<file path="config.mk">
export PLATFORM = sky130hd
export DESIGN_NAME = atsp_timer
export DESIGN_NICKNAME = d
export VERILOG_FILES = /design/src/verilog/atsp_pkg.sv /design/src/verilog/atsp_timer.sv
export VERILOG_INCLUDE_DIRS = /design/src /design/src/verilog
export SDC_FILE = /design/constraint.sdc
export NUM_CORES = 1
export LEC_CHECK = 0
export ABC_CLOCK_PERIOD_IN_PS = 4500
export BUFFER_PORTS_ARGS = -buffer_cell sky130_fd_sc_hd__buf_2
export CELL_PAD_IN_SITES_DETAIL_PLACEMENT = 1
export CELL_PAD_IN_SITES_GLOBAL_PLACEMENT = 1
export CORE_MARGIN = 2
export CORE_UTILIZATION = 45
export CTS_CLUSTER_DIAMETER = 200
export DETAILED_ROUTE_END_ITERATION = 7
export GPL_TIMING_DRIVEN = 0
export PLACE_DENSITY_LB_ADDON = 0.1
export SLEW_MARGIN = 5
export SYNTH_ARGS = -nofsm -noshare
export SYNTH_HDL_FRONTEND = slang
export SYNTH_SLANG_ARGS = --single-unit
</file>
<file path="constraint.sdc">
create_clock -name i_sys_clk -period 4.5 [get_ports i_sys_clk]
set_input_delay 0.225 -clock i_sys_clk [delete_from_list [all_inputs] [get_ports i_sys_clk]]
set_output_delay 0.225 -clock i_sys_clk [all_outputs]
set_load 0.02 [all_outputs]
</file>
<file path="src/verilog/atsp_cfg.svh">
// constants of the async timer: register map, fields, reset values, timing
// assumes a 40 MHz system clock and an 8-bit register map on AXI4-Lite
`ifndef ATSP_CFG_SVH
`define ATSP_CFG_SVH
`define ATSP_OFS_COUNT   8'h00
`define ATSP_OFS_CMPA    8'h04
`define ATSP_OFS_CMPB    8'h08
`define ATSP_OFS_CTLA    8'h0C
`define ATSP_OFS_CTLB    8'h10
`define ATSP_OFS_ASTAT   8'h14
`define ATSP_OFS_GCTL    8'h18
`define ATSP_OFS_IMASK   8'h1C
`define ATSP_OFS_IFLAG   8'h20
`define ATSP_RST_REG     8'h00
`define ATSP_NUM_ASYNC   5
`define ATSP_IDX_COUNT   3'd0
`define ATSP_IDX_CMPA    3'd1
`define ATSP_IDX_CMPB    3'd2
`define ATSP_IDX_CTLB    3'd4
`define ATSP_BIT_AS      5
`define ATSP_BIT_PSR     0
`define ATSP_BIT_CMPA    0
`define ATSP_BIT_CMPB    1
`define ATSP_BIT_OVF     2
`define ATSP_CS_LSB      0
`define ATSP_XFER_EDGES  2'd2
`define ATSP_HALT_CYC    3'd4
`define ATSP_FLAG_SYNC   3
`define ATSP_RESP_OKAY   2'b00
`define ATSP_RESP_SLVERR 2'b10
`endif

</file>
<file path="src/verilog/atsp_pkg.sv">
// types of the async timer: bus carriers, clock selects, wake states
// assumes atsp_cfg.svh for all numbers
package atsp_pkg;
	typedef struct packed {
		logic       awvalid;
		logic [7:0] awaddr;
		logic       wvalid;
		logic [31:0] wdata;
		logic [3:0] wstrb;
		logic       bready;
		logic       arvalid;
		logic [7:0] araddr;
		logic       rready;
	} atsp_axi_req_t;
	typedef struct packed {
		logic        awready;
		logic        wready;
		logic        bvalid;
		logic [1:0]  bresp;
		logic        arready;
		logic        rvalid;
		logic [31:0] rdata;
		logic [1:0]  rresp;
	} atsp_axi_rsp_t;
	typedef enum logic [2:0] {
		ATSP_CS_STOP, ATSP_CS_DIV1, ATSP_CS_DIV8, ATSP_CS_DIV32,
		ATSP_CS_DIV64, ATSP_CS_DIV128, ATSP_CS_DIV256, ATSP_CS_DIV1024
	} atsp_clk_sel_t;
	typedef enum logic [1:0] {
		ATSP_RUN  = 2'b00,
		ATSP_WAIT = 2'b01,
		ATSP_HALT = 2'b11
	} atsp_wake_t;
endpackage

</file>
<file path="src/verilog/atsp_timer.sv">
// async-capable 8-bit timer core: holding registers, busy flags, prescaler,
// read-back copy, flag latency and sleep wake sequencing, AXI4-Lite slave.
// assumes the oscillator pin is far slower than i_sys_clk (over 4x).
//
// Overview of operation
// - async writes land after two oscillator edges
// - five registers, each with own holding register
// - busy flag per register until transfer
// - pending count or compare write blocks matching
// - clock switch leaves timer registers undefined
// - wake begins on next timer clock
// - processor halted four cycles after wake
// - count read through copy refreshed per edge
// - flag visible three cycles after timer tick when async, with the tick when synchronous
// - compare pin changes on timer clock
// - clock select bit picks oscillator pin
// - oscillator pins detached while async selected
// - stop, undivided, 8..1024 prescaler taps
// - prescaler reset bit clears prescaler
// - oscillator runs while async selected, except power-down and standby
// - registers lost after deep sleep wake
// - re-sleep in same cycle wakes again
`timescale 1ns/1ps
`include "atsp_cfg.svh"
module atsp_timer (
	input  wire logic                   i_sys_clk,
	input  wire logic                   i_rstn,
	input  wire atsp_pkg::atsp_axi_req_t i_axi,
	output atsp_pkg::atsp_axi_rsp_t     o_axi,
	input  wire logic                   i_osc_in_pin,
	input  wire logic                   i_sleep_save,
	input  wire logic                   i_sleep_deep,
	output logic                        o_osc_pins_detached,
	output logic                        o_osc_enable,
	output logic                        o_cmp_out,
	output logic                        o_timer_irq,
	output logic                        o_wake,
	output logic                        o_cpu_halt
);
	localparam int N = `ATSP_NUM_ASYNC;

	// oscillator pin synchroniser, edge taken from the second stage on
	logic       osc_s1_q, osc_s2_q, osc_s3_q;
	logic       osc_rise;
	always_ff @(posedge i_sys_clk) begin
		osc_s1_q <= i_osc_in_pin;
		osc_s2_q <= osc_s1_q;
		osc_s3_q <= osc_s2_q;
	end
	assign osc_rise = osc_s2_q & ~osc_s3_q;

	function automatic logic [7:0] lo8(input logic [31:0] v);
		return v[7:0];
	endfunction

	// register state
	logic [7:0] hold_q [N], hold_d [N];
	logic [7:0] dest_q [N], dest_d [N];
	logic [1:0] edg_q  [N], edg_d  [N];
	logic [N-1:0] busy_q, busy_d;
	logic       as_q, as_d;
	logic [7:0] imask_q, imask_d;
	logic [2:0] iflag_q, iflag_d;
	logic [9:0] pre_q, pre_d;
	logic [7:0] rdcnt_q, rdcnt_d;
	logic [2:0] fpipe_q [`ATSP_FLAG_SYNC], fpipe_d [`ATSP_FLAG_SYNC];
	logic       cmp_q, cmp_d;
	logic       deep_q, deep_d;

	// bus state
	logic       awh_q, awh_d, wh_q, wh_d, bv_q, bv_d, rv_q, rv_d;
	logic [7:0] awa_q, awa_d;
	logic [31:0] wdat_q, wdat_d, rdat_q, rdat_d;
	logic [1:0] bres_q, bres_d, rres_q, rres_d;
	logic [3:0] wstb_q, wstb_d;

	logic       src_tick, tick, do_wr, tmr_hit, psr_wr;
	logic [2:0] tev;
	logic [2:0] wsel;
	logic       wmap;
	atsp_pkg::atsp_clk_sel_t cs;

	assign cs = atsp_pkg::atsp_clk_sel_t'(dest_q[`ATSP_IDX_CTLB][`ATSP_CS_LSB +: 3]);
	assign src_tick = as_q ? osc_rise : 1'b1;
	assign do_wr = awh_q & wh_q & ~bv_q;

	// prescaler taps; divide by n ticks when the low bits of the prescaler are all ones
	always_comb begin
		unique case (cs)
			atsp_pkg::ATSP_CS_STOP:    tick = 1'b0;
			atsp_pkg::ATSP_CS_DIV1:    tick = src_tick;
			atsp_pkg::ATSP_CS_DIV8:    tick = src_tick & (&pre_q[2:0]);
			atsp_pkg::ATSP_CS_DIV32:   tick = src_tick & (&pre_q[4:0]);
			atsp_pkg::ATSP_CS_DIV64:   tick = src_tick & (&pre_q[5:0]);
			atsp_pkg::ATSP_CS_DIV128:  tick = src_tick & (&pre_q[6:0]);
			atsp_pkg::ATSP_CS_DIV256:  tick = src_tick & (&pre_q[7:0]);
			atsp_pkg::ATSP_CS_DIV1024: tick = src_tick & (&pre_q[9:0]);
		endcase
	end

	// bus write decode
	always_comb begin
		wmap = 1'b1;
		wsel = 3'd0;
		unique case (awa_q)
			`ATSP_OFS_COUNT: wsel = 3'd0;
			`ATSP_OFS_CMPA:  wsel = 3'd1;
			`ATSP_OFS_CMPB:  wsel = 3'd2;
			`ATSP_OFS_CTLA:  wsel = 3'd3;
			`ATSP_OFS_CTLB:  wsel = 3'd4;
			`ATSP_OFS_ASTAT, `ATSP_OFS_GCTL,
			`ATSP_OFS_IMASK, `ATSP_OFS_IFLAG: wsel = 3'd5;
			default: wmap = 1'b0;
		endcase
	end
	assign psr_wr = do_wr & wstb_q[0] & (awa_q == `ATSP_OFS_GCTL) & wdat_q[`ATSP_BIT_PSR];

	// timer datapath
	always_comb begin
		hold_d = hold_q;
		dest_d = dest_q;
		edg_d  = edg_q;
		busy_d = busy_q;
		as_d   = as_q;
		imask_d = imask_q;
		pre_d  = src_tick ? pre_q + 10'h001 : pre_q;
		cmp_d  = cmp_q;
		deep_d = i_sleep_deep;
		tev    = 3'b000;
		tmr_hit = 1'b0;
		if (psr_wr)
			pre_d = 10'h000;
		// pending transfers count oscillator edges, or land at once when synchronous
		for (int i = 0; i < N; i++) begin
			if (busy_q[i]) begin
				if (!as_q) begin
					dest_d[i] = hold_q[i];
					busy_d[i] = 1'b0;
				end else if (osc_rise) begin
					if (edg_q[i] == `ATSP_XFER_EDGES - 2'd1) begin
						dest_d[i] = hold_q[i];
						busy_d[i] = 1'b0;
					end
					edg_d[i] = edg_q[i] + 2'd1;
				end
			end
		end
		// counter advance; a landing count value overrides the increment
		if (tick && !(busy_q[`ATSP_IDX_COUNT] && busy_d[`ATSP_IDX_COUNT] == 1'b0)) begin
			dest_d[`ATSP_IDX_COUNT] = dest_q[`ATSP_IDX_COUNT] + 8'h01;
			tev[`ATSP_BIT_OVF] = (dest_q[`ATSP_IDX_COUNT] == 8'hFF);
		end
		// matching is blocked while count or compare writes are pending
		if (tick && !busy_q[`ATSP_IDX_COUNT] && !busy_q[`ATSP_IDX_CMPA] && !busy_q[`ATSP_IDX_CMPB]) begin
			tev[`ATSP_BIT_CMPA] = (dest_q[`ATSP_IDX_COUNT] == dest_q[`ATSP_IDX_CMPA]);
			tev[`ATSP_BIT_CMPB] = (dest_q[`ATSP_IDX_COUNT] == dest_q[`ATSP_IDX_CMPB]);
		end
		tmr_hit = |tev;
		if (tev[`ATSP_BIT_CMPA])
			cmp_d = ~cmp_q;
		// each register owns its holding slot, so writes never disturb each other
		if (do_wr && wstb_q[0] && wmap) begin
			if (wsel < 3'd5) begin
				hold_d[wsel] = lo8(wdat_q);
				busy_d[wsel] = 1'b1;
				edg_d[wsel]  = 2'd0;
			end else if (awa_q == `ATSP_OFS_ASTAT) begin
				// no retiming of live registers on a switch; contents are undefined
				as_d = wdat_q[`ATSP_BIT_AS];
			end else if (awa_q == `ATSP_OFS_IMASK) begin
				imask_d = lo8(wdat_q);
			end
		end
		// a wake from deep sleep clears all five registers, their holding copies and busy flags
		if (deep_q && !i_sleep_deep) begin
			for (int i = 0; i < N; i++) begin
				dest_d[i] = `ATSP_RST_REG;
				hold_d[i] = `ATSP_RST_REG;
			end
			busy_d = '0;
		end
	end

	// flag transport: three system cycles after the timer tick when async
	always_comb begin
		fpipe_d[0] = as_q ? tev : 3'b000;
		for (int s = 1; s < `ATSP_FLAG_SYNC; s++)
			fpipe_d[s] = fpipe_q[s-1];
		iflag_d = iflag_q;
		if (do_wr && wstb_q[0] && awa_q == `ATSP_OFS_IFLAG)
			iflag_d = iflag_q & ~wdat_q[2:0];
		// set wins over a clear in the same cycle
		iflag_d = iflag_d | (as_q ? fpipe_q[`ATSP_FLAG_SYNC-1] : tev);
	end

	// read copy follows the counter one cycle after each oscillator edge while awake
	always_comb begin
		rdcnt_d = rdcnt_q;
		if (!as_q)
			rdcnt_d = dest_q[`ATSP_IDX_COUNT];
		else if (osc_s3_q && !osc_s2_q ? 1'b0 : osc_rise && !i_sleep_save)
			rdcnt_d = dest_d[`ATSP_IDX_COUNT];
	end

	// wake sequencing
	atsp_pkg::atsp_wake_t wst_q, wst_d;
	logic [2:0] hcnt_q, hcnt_d;
	logic       irq_cond;
	assign irq_cond = |(iflag_q & imask_q[2:0]);
	always_comb begin
		wst_d  = wst_q;
		hcnt_d = hcnt_q;
		unique case (wst_q)
			atsp_pkg::ATSP_RUN:
				// a flag still pending on re-entry wakes again on the next timer clock
				if (i_sleep_save && irq_cond)
					wst_d = atsp_pkg::ATSP_WAIT;
			atsp_pkg::ATSP_WAIT:
				if (src_tick) begin
					wst_d  = atsp_pkg::ATSP_HALT;
					hcnt_d = `ATSP_HALT_CYC;
				end
			atsp_pkg::ATSP_HALT: begin
				hcnt_d = hcnt_q - 3'd1;
				if (hcnt_q == 3'd1)
					wst_d = atsp_pkg::ATSP_RUN;
			end
			default: wst_d = atsp_pkg::ATSP_RUN;
		endcase
	end

	// bus handshake and read mux
	always_comb begin
		awh_d = awh_q;
		awa_d = awa_q;
		wh_d  = wh_q;
		wdat_d = wdat_q;
		wstb_d = wstb_q;
		bv_d  = bv_q;
		bres_d = bres_q;
		rv_d  = rv_q;
		rdat_d = rdat_q;
		rres_d = rres_q;
		if (i_axi.awvalid && !awh_q) begin
			awh_d = 1'b1;
			awa_d = i_axi.awaddr;
		end
		if (i_axi.wvalid && !wh_q) begin
			wh_d   = 1'b1;
			wdat_d = i_axi.wdata;
			wstb_d = i_axi.wstrb;
		end
		if (do_wr) begin
			awh_d  = 1'b0;
			wh_d   = 1'b0;
			bv_d   = 1'b1;
			bres_d = wmap ? `ATSP_RESP_OKAY : `ATSP_RESP_SLVERR;
		end
		if (bv_q && i_axi.bready)
			bv_d = 1'b0;
		if (rv_q && i_axi.rready)
			rv_d = 1'b0;
		if (i_axi.arvalid && !rv_q) begin
			rv_d   = 1'b1;
			rres_d = `ATSP_RESP_OKAY;
			rdat_d = 32'h0000_0000;
			unique case (i_axi.araddr)
				`ATSP_OFS_COUNT: rdat_d[7:0] = rdcnt_q;
				`ATSP_OFS_CMPA:  rdat_d[7:0] = dest_q[1];
				`ATSP_OFS_CMPB:  rdat_d[7:0] = dest_q[2];
				`ATSP_OFS_CTLA:  rdat_d[7:0] = dest_q[3];
				`ATSP_OFS_CTLB:  rdat_d[7:0] = dest_q[4];
				`ATSP_OFS_ASTAT: rdat_d[7:0] = {2'b00, as_q, busy_q};
				`ATSP_OFS_GCTL:  rdat_d[7:0] = 8'h00;
				`ATSP_OFS_IMASK: rdat_d[7:0] = imask_q;
				`ATSP_OFS_IFLAG: rdat_d[7:0] = {5'b00000, iflag_q};
				default:         rres_d = `ATSP_RESP_SLVERR;
			endcase
		end
	end

	always_ff @(posedge i_sys_clk) begin
		if (!i_rstn) begin
			for (int i = 0; i < N; i++) begin
				hold_q[i] <= `ATSP_RST_REG;
				dest_q[i] <= `ATSP_RST_REG;
				edg_q[i]  <= 2'd0;
			end
			for (int s = 0; s < `ATSP_FLAG_SYNC; s++)
				fpipe_q[s] <= 3'b000;
			busy_q  <= '0;
			as_q    <= 1'b0;
			imask_q <= `ATSP_RST_REG;
			iflag_q <= 3'b000;
			pre_q   <= 10'h000;
			rdcnt_q <= `ATSP_RST_REG;
			cmp_q   <= 1'b0;
			deep_q  <= 1'b0;
			wst_q   <= atsp_pkg::ATSP_RUN;
			hcnt_q  <= 3'd0;
			awh_q   <= 1'b0;
			awa_q   <= 8'h00;
			wh_q    <= 1'b0;
			wdat_q  <= 32'h0000_0000;
			wstb_q  <= 4'h0;
			bv_q    <= 1'b0;
			bres_q  <= `ATSP_RESP_OKAY;
			rv_q    <= 1'b0;
			rdat_q  <= 32'h0000_0000;
			rres_q  <= `ATSP_RESP_OKAY;
		end else begin
			hold_q  <= hold_d;
			dest_q  <= dest_d;
			edg_q   <= edg_d;
			fpipe_q <= fpipe_d;
			busy_q  <= busy_d;
			as_q    <= as_d;
			imask_q <= imask_d;
			iflag_q <= iflag_d;
			pre_q   <= pre_d;
			rdcnt_q <= rdcnt_d;
			cmp_q   <= cmp_d;
			deep_q  <= deep_d;
			wst_q   <= wst_d;
			hcnt_q  <= hcnt_d;
			awh_q   <= awh_d;
			awa_q   <= awa_d;
			wh_q    <= wh_d;
			wdat_q  <= wdat_d;
			wstb_q  <= wstb_d;
			bv_q    <= bv_d;
			bres_q  <= bres_d;
			rv_q    <= rv_d;
			rdat_q  <= rdat_d;
			rres_q  <= rres_d;
		end
	end

	assign o_axi.awready = ~awh_q;
	assign o_axi.wready  = ~wh_q;
	assign o_axi.bvalid  = bv_q;
	assign o_axi.bresp   = bres_q;
	assign o_axi.arready = ~rv_q;
	assign o_axi.rvalid  = rv_q;
	assign o_axi.rdata   = rdat_q;
	assign o_axi.rresp   = rres_q;
	assign o_osc_pins_detached = as_q;
	assign o_osc_enable = as_q & ~i_sleep_deep;
	assign o_cmp_out   = cmp_q;
	assign o_timer_irq = irq_cond;
	assign o_wake      = (wst_q == atsp_pkg::ATSP_HALT);
	assign o_cpu_halt  = (wst_q == atsp_pkg::ATSP_HALT);
endmodule

</file>
==> out/summary.txt, run 1 <==
================================================================================
Input/output buffers                                                          53
Commonest non-fill, non-tap cells in the layout                     175 x sky130_fd_sc_hd__dfxtp_1, 169 x sky130_fd_sc_hd__nand2_1, 66 x sky130_fd_sc_hd__nor2_1
Share of async-settable or async-resettable flops after synthesis             0%
Path type of the worst min-delay path                               primary input to flip-flop
Internal power summed over all cells                                     2.62 mW
Routed wire length per instance                                          19.9 um
Number of slew-limit violations in the final report                            0
Initial antenna violation count                                                0
Global-route wire length before repair                                  38500 um
Result of the run                                                      completed
Number of flops mapped to enable cells by yosys                                0
Worst Setup Start Kind                                                 flip-flop
Standby leakage power                                                    3.65 nW
Vias                                                                        7093
Clock root buffer                                                   sky130_fd_sc_hd__clkbuf_16
Die Area                                                             18800 sq um
Crit path kind                                                      flip-flop to flip-flop
Number of vias per cell                                                     5.60
Die Span X                                                                137 um
Total routed wire length on the met1 layer                              11100 um
Storage element area                                                  3500 sq um
Most common cell after layout, fill and taps aside                  sky130_fd_sc_hd__dfxtp_1
Number of top-level pins                                                     109
Net Sw Power                                                            0.794 mW
Sequential cell area fraction in the yosys report                          43.9%
Shortest period the worst path allows                                    2570 ps
Avg Cell Area, Syn                                                    8.58 sq um
PD cells                                                             368 nW/um^2
Via count of the first global-routing pass                                  6861
Largest fanout of any net on the critical path                                10
Setup crit end kind                                                    flip-flop
Required time of the critical path                                       4840 ps
Syn. warnings                                                                  0
Most used cell along the critical path                              sky130_fd_sc_hd__clkbuf_1
Number of distinct library cells after synthesis                              69
Post-route clock skew                                                    9.98 ps
Total global routing track utilization                                     27.7%
Antenna diode count                                                            0
Initial core utilization                                                   46.2%
Fraction of power spent switching nets                                     23.2%
Utilization after layout                                                   53.6%
Max Clk Rate                                                             388 MHz
Share of layout cells above drive strength 1                               13.4%
Combinational power share                                                   6.0%
Final hold violations                                                          0
Combined area of the multi-input logic cells                          4050 sq um
Remaining max-slew budget at the tightest pin                              42.8%
Overflow left after global routing                                             0
DP Area                                                               8620 sq um
CTS tree                                                                     yes
Register bit count reported by yosys                                         175
Crit path max-delay family                                          buffers and inverters
Number of DRC violations after detailed-routing iteration 0                  434
Clock power share                                                          47.6%
Setup-failing EPs final                                                        0
Maximum vdd drop                                                      0.000279 V
Summed instance area of the synthesized netlist                       7980 sq um
Crit path largest cell delay                                              610 ps
Number of fill cells                                                        2100
Share of power burned in registers                                         46.4%
Vert. Die Dim                                                             137 um
Synthesis-to-layout area growth                                            16.2%
Max-cap viol count                                                             0
Antenna violation net count after detailed routing                             0
Post-route cell area                                                  9280 sq um
Met2 wire length                                                        12000 um
Total DRC errors in the routed layout                                          0
Number of nets in the final layout                                          1101
CTS clock-pin slew for the worst setup and hold paths                      70 ps
Cell with the largest stage delay on the worst path                 sky130_fd_sc_hd__clkbuf_1
Setup TNS Final                                                             0 ps
Clock buffer depth                                                             2
Setup repair after global routing missed its margin                        false
Final Cycle Share                                                          57.2%
CTS H-Tree Depth                                                               4
CP Data Arrival Time                                                     2910 ps
Post-DP HPWL                                                            18100 um
Cells after Synth                                                            930
Drt total wl                                                            25200 um
Clock buffer count from CTS                                                   17
Number of sinks handled by clock tree synthesis                              175
Setup Fix Bufs, Post-CTS                                                       0
Actual transition at the worst max-transition pin                         858 ps
Core region area                                                     17300 sq um
Most frequently used flop master after synthesis                    sky130_fd_sc_hd__dfxtp_1
Count of buffer and inverter cells on the critical path                        3
Uppermost layer routed                                                      met4
Pin count of the biggest net entering global routing                          17
Number of standard-cell rows in the floorplan                                 48
Length of the first detailed-routing pass in iterations                        5
Clock insertion delay at the later pin of the skew report                 460 ps
Gp weighted congestion                                                     0.906
Ordered cell list for the critical path                             buf_2, clkbuf_1, clkbuf_1, nand2_1, nor4_1
Routed length on met3                                                    1370 um
================================================================================
worst reg2reg max path, delay by kind of cell, from the launching register on:
kind,cells,cell delay (ps)
buf+inv,3,1520
flops,1,390
simple gates,2,540
cell usage after synthesis (all sizes together) (16+ instances only):
cell      n  area (sq um)
inv      16          60.1
nor2     67           254
o21ai    38           194
and3     23           144
mux2i    56           561
xor2     18           158
nand2   169           634
nand3    20           105
buf      47           313
a21oi    55           275
dfxtp   175          3500
a21boi   21           158
clkbuf   39           146
nor2b    24           150
repair_timing:
item,4_1_cts,5_1_grt
hold endpoints to repair,1,0
hold buffers,1,0
gates resized for setup,0,0
state kept, by name, summed over array words and instances, names as in the netlist, 2 cells and up:
signal and flops:
awa_q 8, iflag_q 3, fpipe_q 3, busy_q 5
hcnt_q 3, imask_q 8, rdat_q 8, hold_q 40
dest_q 37, fpipe_d 6, edg_q 10, rdcnt_q 8
cs 3, wst_q 2, wdat_q 8, pre_q 10
area by class of cell:
class,instances,area share (%)
buffer,86,4.95
clock buffer,22,5.22
clock inverter,10,1.70
inverter,17,0.688
multi-input combinational,677,43.7
sequential,175,37.8
tap,225,3.03
timing repair buffer,54,2.97
power groups by stage:
stage / Sequential (mW) / Clock (mW) / Combinational [mW]
after floorplan: 1.62 / 0 / 0.133
after global placement: 1.62 / 0 / 0.199
after detailed placement: 1.62 / 0 / 0.201
after CTS: 1.59 / 1.64 / 0.203
after global routing: 1.59 / 1.70 / 0.222
final: 1.59 / 1.62 / 0.204
routing by layer:
layer,GRT usage [%],vias up
li1,-,3352
met1,34.9,3483
met2,45.9,201
met3,6.48,57
met4,10.8,0
met5,0,-
path summary, 6_finish.rpt:
| kind | cells after the start | slack [ps] | start | to |
|---|---|---|---|---|
| max | 5 | 1930 | o_osc_pins_detached$_SDFFE_PN0P_ | fpipe_d[5]$_SDFF_PN0_ |
| min | 3 | 20 | i_axi[56] | awh_q$_SDFFE_PP0P_ |
| min reg2reg | 0 | 350 | osc_s1_q$_DFF_P_ | osc_s2_q$_DFF_P_ |
| max reg2reg | 5 | 1930 | o_osc_pins_detached$_SDFFE_PN0P_ | fpipe_d[5]$_SDFF_PN0_ |
through the flow:
step / power (mW) / setup WS, ps / hold WS (ps) / std cells
after floorplan: 1.75 / 2320 / 253 / 955
after global placement: 1.82 / 2020 / 329 / 1233
after detailed placement: 1.82 / 1980 / 333 / 1233
after CTS: 3.43 / 1950 / 11.8 / 1266
after global routing: 3.51 / 1780 / 22.0 / 1266
final: 3.42 / 1930 / 16.8 / 1266
cell families (layout without fill, tap and decap cells):
group / count (synthesis) / count (layout) / share of synthesized area (%)
buffers and inverters: 103 / 189 / 6.55
XOR/XNOR: 30 / 30 / 3.29
adder cells (fa/ha/maj): 11 / 11 / 1.72
multiplexers: 59 / 59 / 7.44
AO/OA/AOI/OAI: 185 / 185 / 15.0
flip-flops: 175 / 175 / 43.9
AND/OR/NAND/NOR: 366 / 366 / 22.0
other: 1 / 26 / 0.0470
No activity file was read; power rests on OpenSTA's default activity.
==> inputs of run 2 (changes only) <==
ABC_CLOCK_PERIOD_IN_PS = 2600   (was 4500)
CORE_UTILIZATION = 43   (was 45)
clock period = 2.6 ns   (was 4.5 ns; I/O delays follow)
==> out/summary.txt, run 2 (same netlist as run 1, synthesis figures left out) <==
==========================================================================
Post-route clock skew                                              10.8 ps
Net Sw Power                                                       1.41 mW
Clock root buffer                                             sky130_fd_sc_hd__clkbuf_16
Initial core utilization                                             44.1%
Share of layout cells above drive strength 1                         13.5%
Clock buffer count from CTS                                             17
Standby leakage power                                              3.71 nW
Input/output buffers                                                    53
Max Clk Rate                                                       404 MHz
Actual transition at the worst max-transition pin                   856 ps
Total DRC errors in the routed layout                                    0
Slack of the worst reg-to-reg path                                  120 ps
Number of instances on the worst hold path                               2
Number of nets in the final layout                                    1124
Required time of the critical path                                 2930 ps
Initial antenna violation count                                          1
Post-route non-filler standard cell count                             1293
Setup repair after global routing missed its margin                  false
CP Data Arrival Time                                               2800 ps
Via count of the first global-routing pass                            7179
Combinational power share                                             6.7%
Most common cell after layout, fill and taps aside            sky130_fd_sc_hd__dfxtp_1
Drt total wl                                                      25300 um
PD cells                                                       603 nW/um^2
Final Cycle Share                                                    95.3%
Routed wire length per instance                                    19.6 um
Endpoint of the worst hold-timing path                        wh_q$_SDFFE_PP0P_
CTS clock-pin slew for the worst setup and hold paths                70 ps
Most used cell along the critical path                        sky130_fd_sc_hd__ha_1
Number of vias per cell                                               5.42
Path type of the worst min-delay path                         primary input to flip-flop
Shortest period the worst path allows                              2480 ps
Commonest non-fill, non-tap cells in the layout               174 x sky130_fd_sc_hd__dfxtp_1, 169 x sky130_fd_sc_hd__nand2_1, 66 x sky130_fd_sc_hd__nor2_1
Worst slack, placed                                                 100 ps
Count of buffer and inverter cells on the critical path                  1
Clock insertion delay at the later pin of the skew report           430 ps
Gp weighted congestion                                               0.914
Die Span X                                                          140 um
Number of DRC violations after detailed-routing iteration 0            411
CTS tree                                                               yes
Number of flip-flops under the largest register name                    40
Launch point of the worst hold path                              i_axi[47]
Crit path largest cell delay                                        370 ps
Remaining max-slew budget at the tightest pin                        42.9%
Number of slew-limit violations in the final report                      0
Overflow left after global routing                                       0
Reg with most FFs                                                   hold_q
Pin count of the biggest net entering global routing                    17
Vert. Die Dim                                                       140 um
Cell with the largest stage delay on the worst path           sky130_fd_sc_hd__a2111oi_4
Total global routing track utilization                               26.4%
Final hold violations                                                    0
Share of power burned in registers                                   48.0%
Number of sinks handled by clock tree synthesis                        175
Synthesis-to-layout area growth                                      18.8%
Core region area                                               18100 sq um
Crit path kind                                                flip-flop to flip-flop
Setup crit end kind                                              flip-flop
Placed cells                                                          1237
Maximum vdd drop                                                0.000395 V
Length of the first detailed-routing pass in iterations                  5
Depth of the most critical reg-to-reg path                              10
Die Area                                                       19700 sq um
Max-cap viol count                                                       0
Number of top-level pins                                               109
Utilization after layout                                             52.4%
Worst-case setup margin in the final layout                         123 ps
Hold WS                                                            14.4 ps
Antenna diode count                                                      0
Clock power share                                                    45.3%
RR Startpoint                                                 pre_q[1]$_SDFFE_PP0P_
CTS H-Tree Depth                                                         4
Post-DP HPWL                                                      18300 um
Endpoint of the worst-slack reg-to-reg timing path            o_cmp_out$_SDFFE_PN0P_
Ordered cell list for the critical path                       ha_1, and3_1, ha_1, and3b_1, a2111oi_4, a31o_2, buf_6, nand4_1, xnor2_1, and2_1
Setup TNS Final                                                       0 ps
Crit path max-delay family                                    simple AND/OR/NAND/NOR gates
Clock buffer depth                                                       2
Global-route wire length before repair                            39700 um
Antenna violation net count after detailed routing                       0
Setup-failing EPs final                                                  0
Internal power summed over all cells                               4.31 mW
Number of standard-cell rows in the floorplan                           49
Largest fanout of any net on the critical path                          10
Result of the run                                                completed
Vias                                                                  7007
Largest registers                                             hold_q (40), dest_q (37)
Worst Setup Start Kind                                           flip-flop
Fraction of power spent switching nets                               24.6%
==========================================================================
## run 2: worst max path at each step
stage | from | end | slack [ps] | depth (start not counted)
2_1_floorplan | pre_q[0]$_SDFFE_PP0P_ | rdcnt_q[7]$_SDFFE_PN0P_ | 420 | 9
3_3_place_gp | pre_q[0]$_SDFFE_PP0P_ | rdcnt_q[7]$_SDFFE_PN0P_ | 130 | 9
3_5_place_dp | o_osc_pins_detached$_SDFFE_PN0P_ | rdcnt_q[6]$_SDFFE_PN0P_ | 100 | 6
4_1_cts | o_osc_pins_detached$_SDFFE_PN0P_ | rdcnt_q[6]$_SDFFE_PN0P_ | 110 | 6
5_1_grt | pre_q[1]$_SDFFE_PP0P_ | o_cmp_out$_SDFFE_PN0P_ | 10 | 10
6_report | pre_q[1]$_SDFFE_PP0P_ | o_cmp_out$_SDFFE_PN0P_ | 120 | 10
## run 2: final cells by class
| type | count | area (sq um) |
|---|---|---|
| Multi-Input combinational cell | 677 | 4070 |
| Sequential cell | 175 | 3500 |
| Timing Repair Buffer | 77 | 505 |
| Buffer | 86 | 460 |
| Clock buffer | 18 | 439 |
| Fill cell | 2177 | 8600 |
| Tap cell | 229 | 287 |
| Inverter | 17 | 63.8 |
| Clock inverter | 14 | 158 |
## run 2: timing repair
action,4_1_cts,5_1_grt
setup endpoints to repair,0,3
buffers inserted,0,0
hold endpoints to repair,23,0
hold buffers,24,0
resized for setup,0,5
## run 2: metal layers
| layer | GRT usage [%] | part of all wire (%) | up-vias |
|---|---|---|---|
| li1 | - | - | 3394 |
| met1 | 34.0 | 46 | 3405 |
| met2 | 44.1 | 47 | 161 |
| met3 | 4.79 | 3.9 | 45 |
| met4 | 9.94 | 2.8 | 2 |
| met5 | 0 | 0.051 | - |
## run 2: power by group through the flow
stage | Sequential (mW) | Clock [mW] | Combinational [mW]
CTS | 2.75 | 2.63 | 0.380
finish | 2.75 | 2.59 | 0.383
global placement | 2.81 | 0 | 0.346
global route | 2.75 | 2.75 | 0.416
detailed placement | 2.81 | 0 | 0.350
floorplan | 2.80 | 0 | 0.231
## run 2: through the flow
stage                     instance area [sq um]  power [mW]
after floorplan                            8080        3.03
after global placement                     8630        3.15
after detailed placement                   8630        3.16
after CTS                                  9470        5.76
after global routing                       9480        5.92
final                                      9480        5.72
## run 2: worst reg2reg max path: cells and delay by family, from the launching register on
family                     cells  cell delay [ps]
xor gates and xnor gates       1              200
DFF                            1              360
buffers and inverters          1              160
AOI/OAI and AO/OA              2              590
and+or+nand+nor                4              760
adders and majority gates      2              310
==> inputs of run 3 (changes only) <==
CELL_PAD_IN_SITES_DETAIL_PLACEMENT = default   (was 1)
CELL_PAD_IN_SITES_GLOBAL_PLACEMENT = default   (was 1)
CORE_UTILIZATION = 58   (was 43)
==> out/summary.txt, run 3 (same netlist as run 1, synthesis figures left out) <==
==========================================================================
Max-cap viol count                                                       0
Core region area                                               13300 sq um
Die Span X                                                          121 um
Ordered cell list for the critical path                       ha_1, and3_1, ha_1, and3b_1, a2111oi_4, a31o_2, buf_6, mux2i_1, a211o_1, a31oi_1
DP Area                                                         8560 sq um
PD cells                                                       600 nW/um^2
Final hold violations                                                    0
Maximum vdd drop                                                0.000493 V
Setup crit end kind                                              flip-flop
Setup repair after global routing missed its margin                  false
Die Area                                                       14700 sq um
Via count of the first global-routing pass                            6364
Crit path kind                                                flip-flop to flip-flop
Number of nets in the final layout                                    1125
GR Layer Usage met2                                                  46.7%
Remaining max-slew budget at the tightest pin                        44.0%
Combinational power share                                             6.6%
Global-route wire length before repair                            33700 um
Internal power summed over all cells                               4.31 mW
Cell with the largest stage delay on the worst path           sky130_fd_sc_hd__dfxtp_1
Post-DP HPWL                                                      15200 um
Actual transition at the worst max-transition pin                   835 ps
Result of the run                                                completed
Clock power share                                                    44.7%
Final Cycle Share                                                    92.9%
Required time of the critical path                                 2950 ps
Antenna diode count                                                      0
Vert. Die Dim                                                       121 um
Crit path largest cell delay                                        380 ps
GR Util met1                                                         39.8%
Number of sinks handled by clock tree synthesis                        175
Fraction of power spent switching nets                               23.6%
Share of layout cells above drive strength 1                         13.1%
CTS tree                                                               yes
Clock root buffer                                             sky130_fd_sc_hd__clkbuf_16
Initial core utilization                                             59.8%
Reg with most FFs                                                   hold_q
Overflow left after global routing                                       0
Setup TNS Final                                                       0 ps
Most utilized layer in the global route result                        met2
Count of buffer and inverter cells on the critical path                  1
Total global routing track utilization                               30.0%
Clock buffer depth                                                       2
Length of the first detailed-routing pass in iterations                  5
Pin count of the biggest net entering global routing                    17
Total DRC errors in the routed layout                                    0
CTS clock-pin slew for the worst setup and hold paths                60 ps
Post-route clock skew                                              7.33 ps
Commonest non-fill, non-tap cells in the layout               175 x sky130_fd_sc_hd__dfxtp_1, 169 x sky130_fd_sc_hd__nand2_1, 66 x sky130_fd_sc_hd__nor2_1
Setup-failing EPs final                                                  0
Max Clk Rate                                                       414 MHz
Number of fill cells                                                  1127
Initial antenna violation count                                          0
CP Data Arrival Time                                               2770 ps
Number of DRC violations after detailed-routing iteration 0            718
Post-route cell area                                            9400 sq um
Standby leakage power                                              3.71 nW
Input/output buffers                                                    53
Crit path max-delay family                                    compound AO/OA/AOI/OAI gates
Vias                                                                  6992
Number of standard-cell rows in the floorplan                           42
Number of vias per cell                                               5.63
Number of slew-limit violations in the final report                      0
Largest registers                                             hold_q (40), dest_q (37)
Clock insertion delay at the later pin of the skew report           430 ps
Routed wire length per instance                                    17.4 um
Synthesis-to-layout area growth                                      17.8%
Most common cell after layout, fill and taps aside            sky130_fd_sc_hd__dfxtp_1
Met3 usage                                                           6.72%
Number of top-level pins                                               109
Drt total wl                                                      21600 um
CTS H-Tree Depth                                                         4
Antenna violation net count after detailed routing                       0
Shortest period the worst path allows                              2420 ps
Path type of the worst min-delay path                         primary input to flip-flop
Net Sw Power                                                       1.33 mW
Share of power burned in registers                                   48.7%
Clock buffer count from CTS                                             17
Most used cell along the critical path                        sky130_fd_sc_hd__ha_1
Gp weighted congestion                                               0.983
Worst Setup Start Kind                                           flip-flop
Number of flip-flops under the largest register name                    40
Largest fanout of any net on the critical path                          10
==========================================================================
[run 3: metal layers]
metal	vias up	share of wire [%]
li1	3407	-
met1	3208	42
met2	317	45
met3	60	9.0
met4	0	3.9
met5	-	0
[run 3: timing repair]
| item | 4_1_cts | 5_1_grt |
|---|---|---|
| setup endpoints to repair | 0 | 2 |
| endpoints found under the hold margin | 24 | 0 |
| buffers inserted | 0 | 0 |
| hold buffers | 25 | 0 |
| gates resized for setup | 0 | 3 |
[run 3: layout make-up]
type / instances / area [sq um] / area share, %
plain buffers: 86 / 460 / 4.90
repair buffers: 78 / 515 / 5.48
multi-input cells: 677 / 4060 / 43.1
clock buffers: 21 / 450 / 4.79
clock inverters: 11 / 133 / 1.41
flip-flops and latches: 175 / 3500 / 37.3
inverters: 17 / 63.8 / 0.679
well taps: 176 / 220 / 2.34
[run 3: path summary, 6_finish.rpt]
check | startpoint | endpoint | slack [ps] | cells after the start
worst max-delay path | pre_q[0]$_SDFFE_PP0P_ | rdcnt_q[1]$_SDFFE_PN0P_ | 180 | 10
worst max register to register | pre_q[0]$_SDFFE_PP0P_ | rdcnt_q[1]$_SDFFE_PN0P_ | 180 | 10
worst min-delay path | i_axi[6] | rres_q[1]$_SDFFE_PN0P_ | 120 | 3
worst min register to register | osc_s1_q$_DFF_P_ | osc_s2_q$_DFF_P_ | 330 | 0
[run 3: worst reg2reg max path, delay by kind of cell (launching register included)]
| family | cells | cell delay [ps] |
|---|---|---|
| AO/OA/AOI/OAI | 4 | 1020 |
| adder cells (fa/ha/maj) | 2 | 320 |
| buffers and inverters | 1 | 150 |
| flip-flops | 1 | 380 |
| multiplexers | 1 | 100 |
| AND/OR/NAND/NOR | 2 | 370 |
[run 3: power groups by stage]
stage	Combinational (mW)	Sequential (mW)	Clock, mW
2_1_floorplan	0.231	2.80	0
4_1_cts	0.366	2.74	2.54
6_report	0.373	2.75	2.52
5_1_grt	0.402	2.75	2.64
3_5_place_dp	0.337	2.80	0
3_3_place_gp	0.335	2.80	0
[run 3: per-stage QoR]
stage | hold slack [ps] | power (mW) | std cells | utilization (%) | setup slack, ps
2_1_floorplan | 158 | 3.03 | 955 | - | 424
3_3_place_gp | 234 | 3.14 | 1184 | 64.2 | 200
3_5_place_dp | 235 | 3.14 | 1184 | 64.2 | 188
4_1_cts | 112 | 5.65 | 1241 | 70.4 | 162
5_1_grt | 149 | 5.79 | 1241 | 70.5 | 6.20
6_report | 121 | 5.64 | 1241 | 70.5 | 185
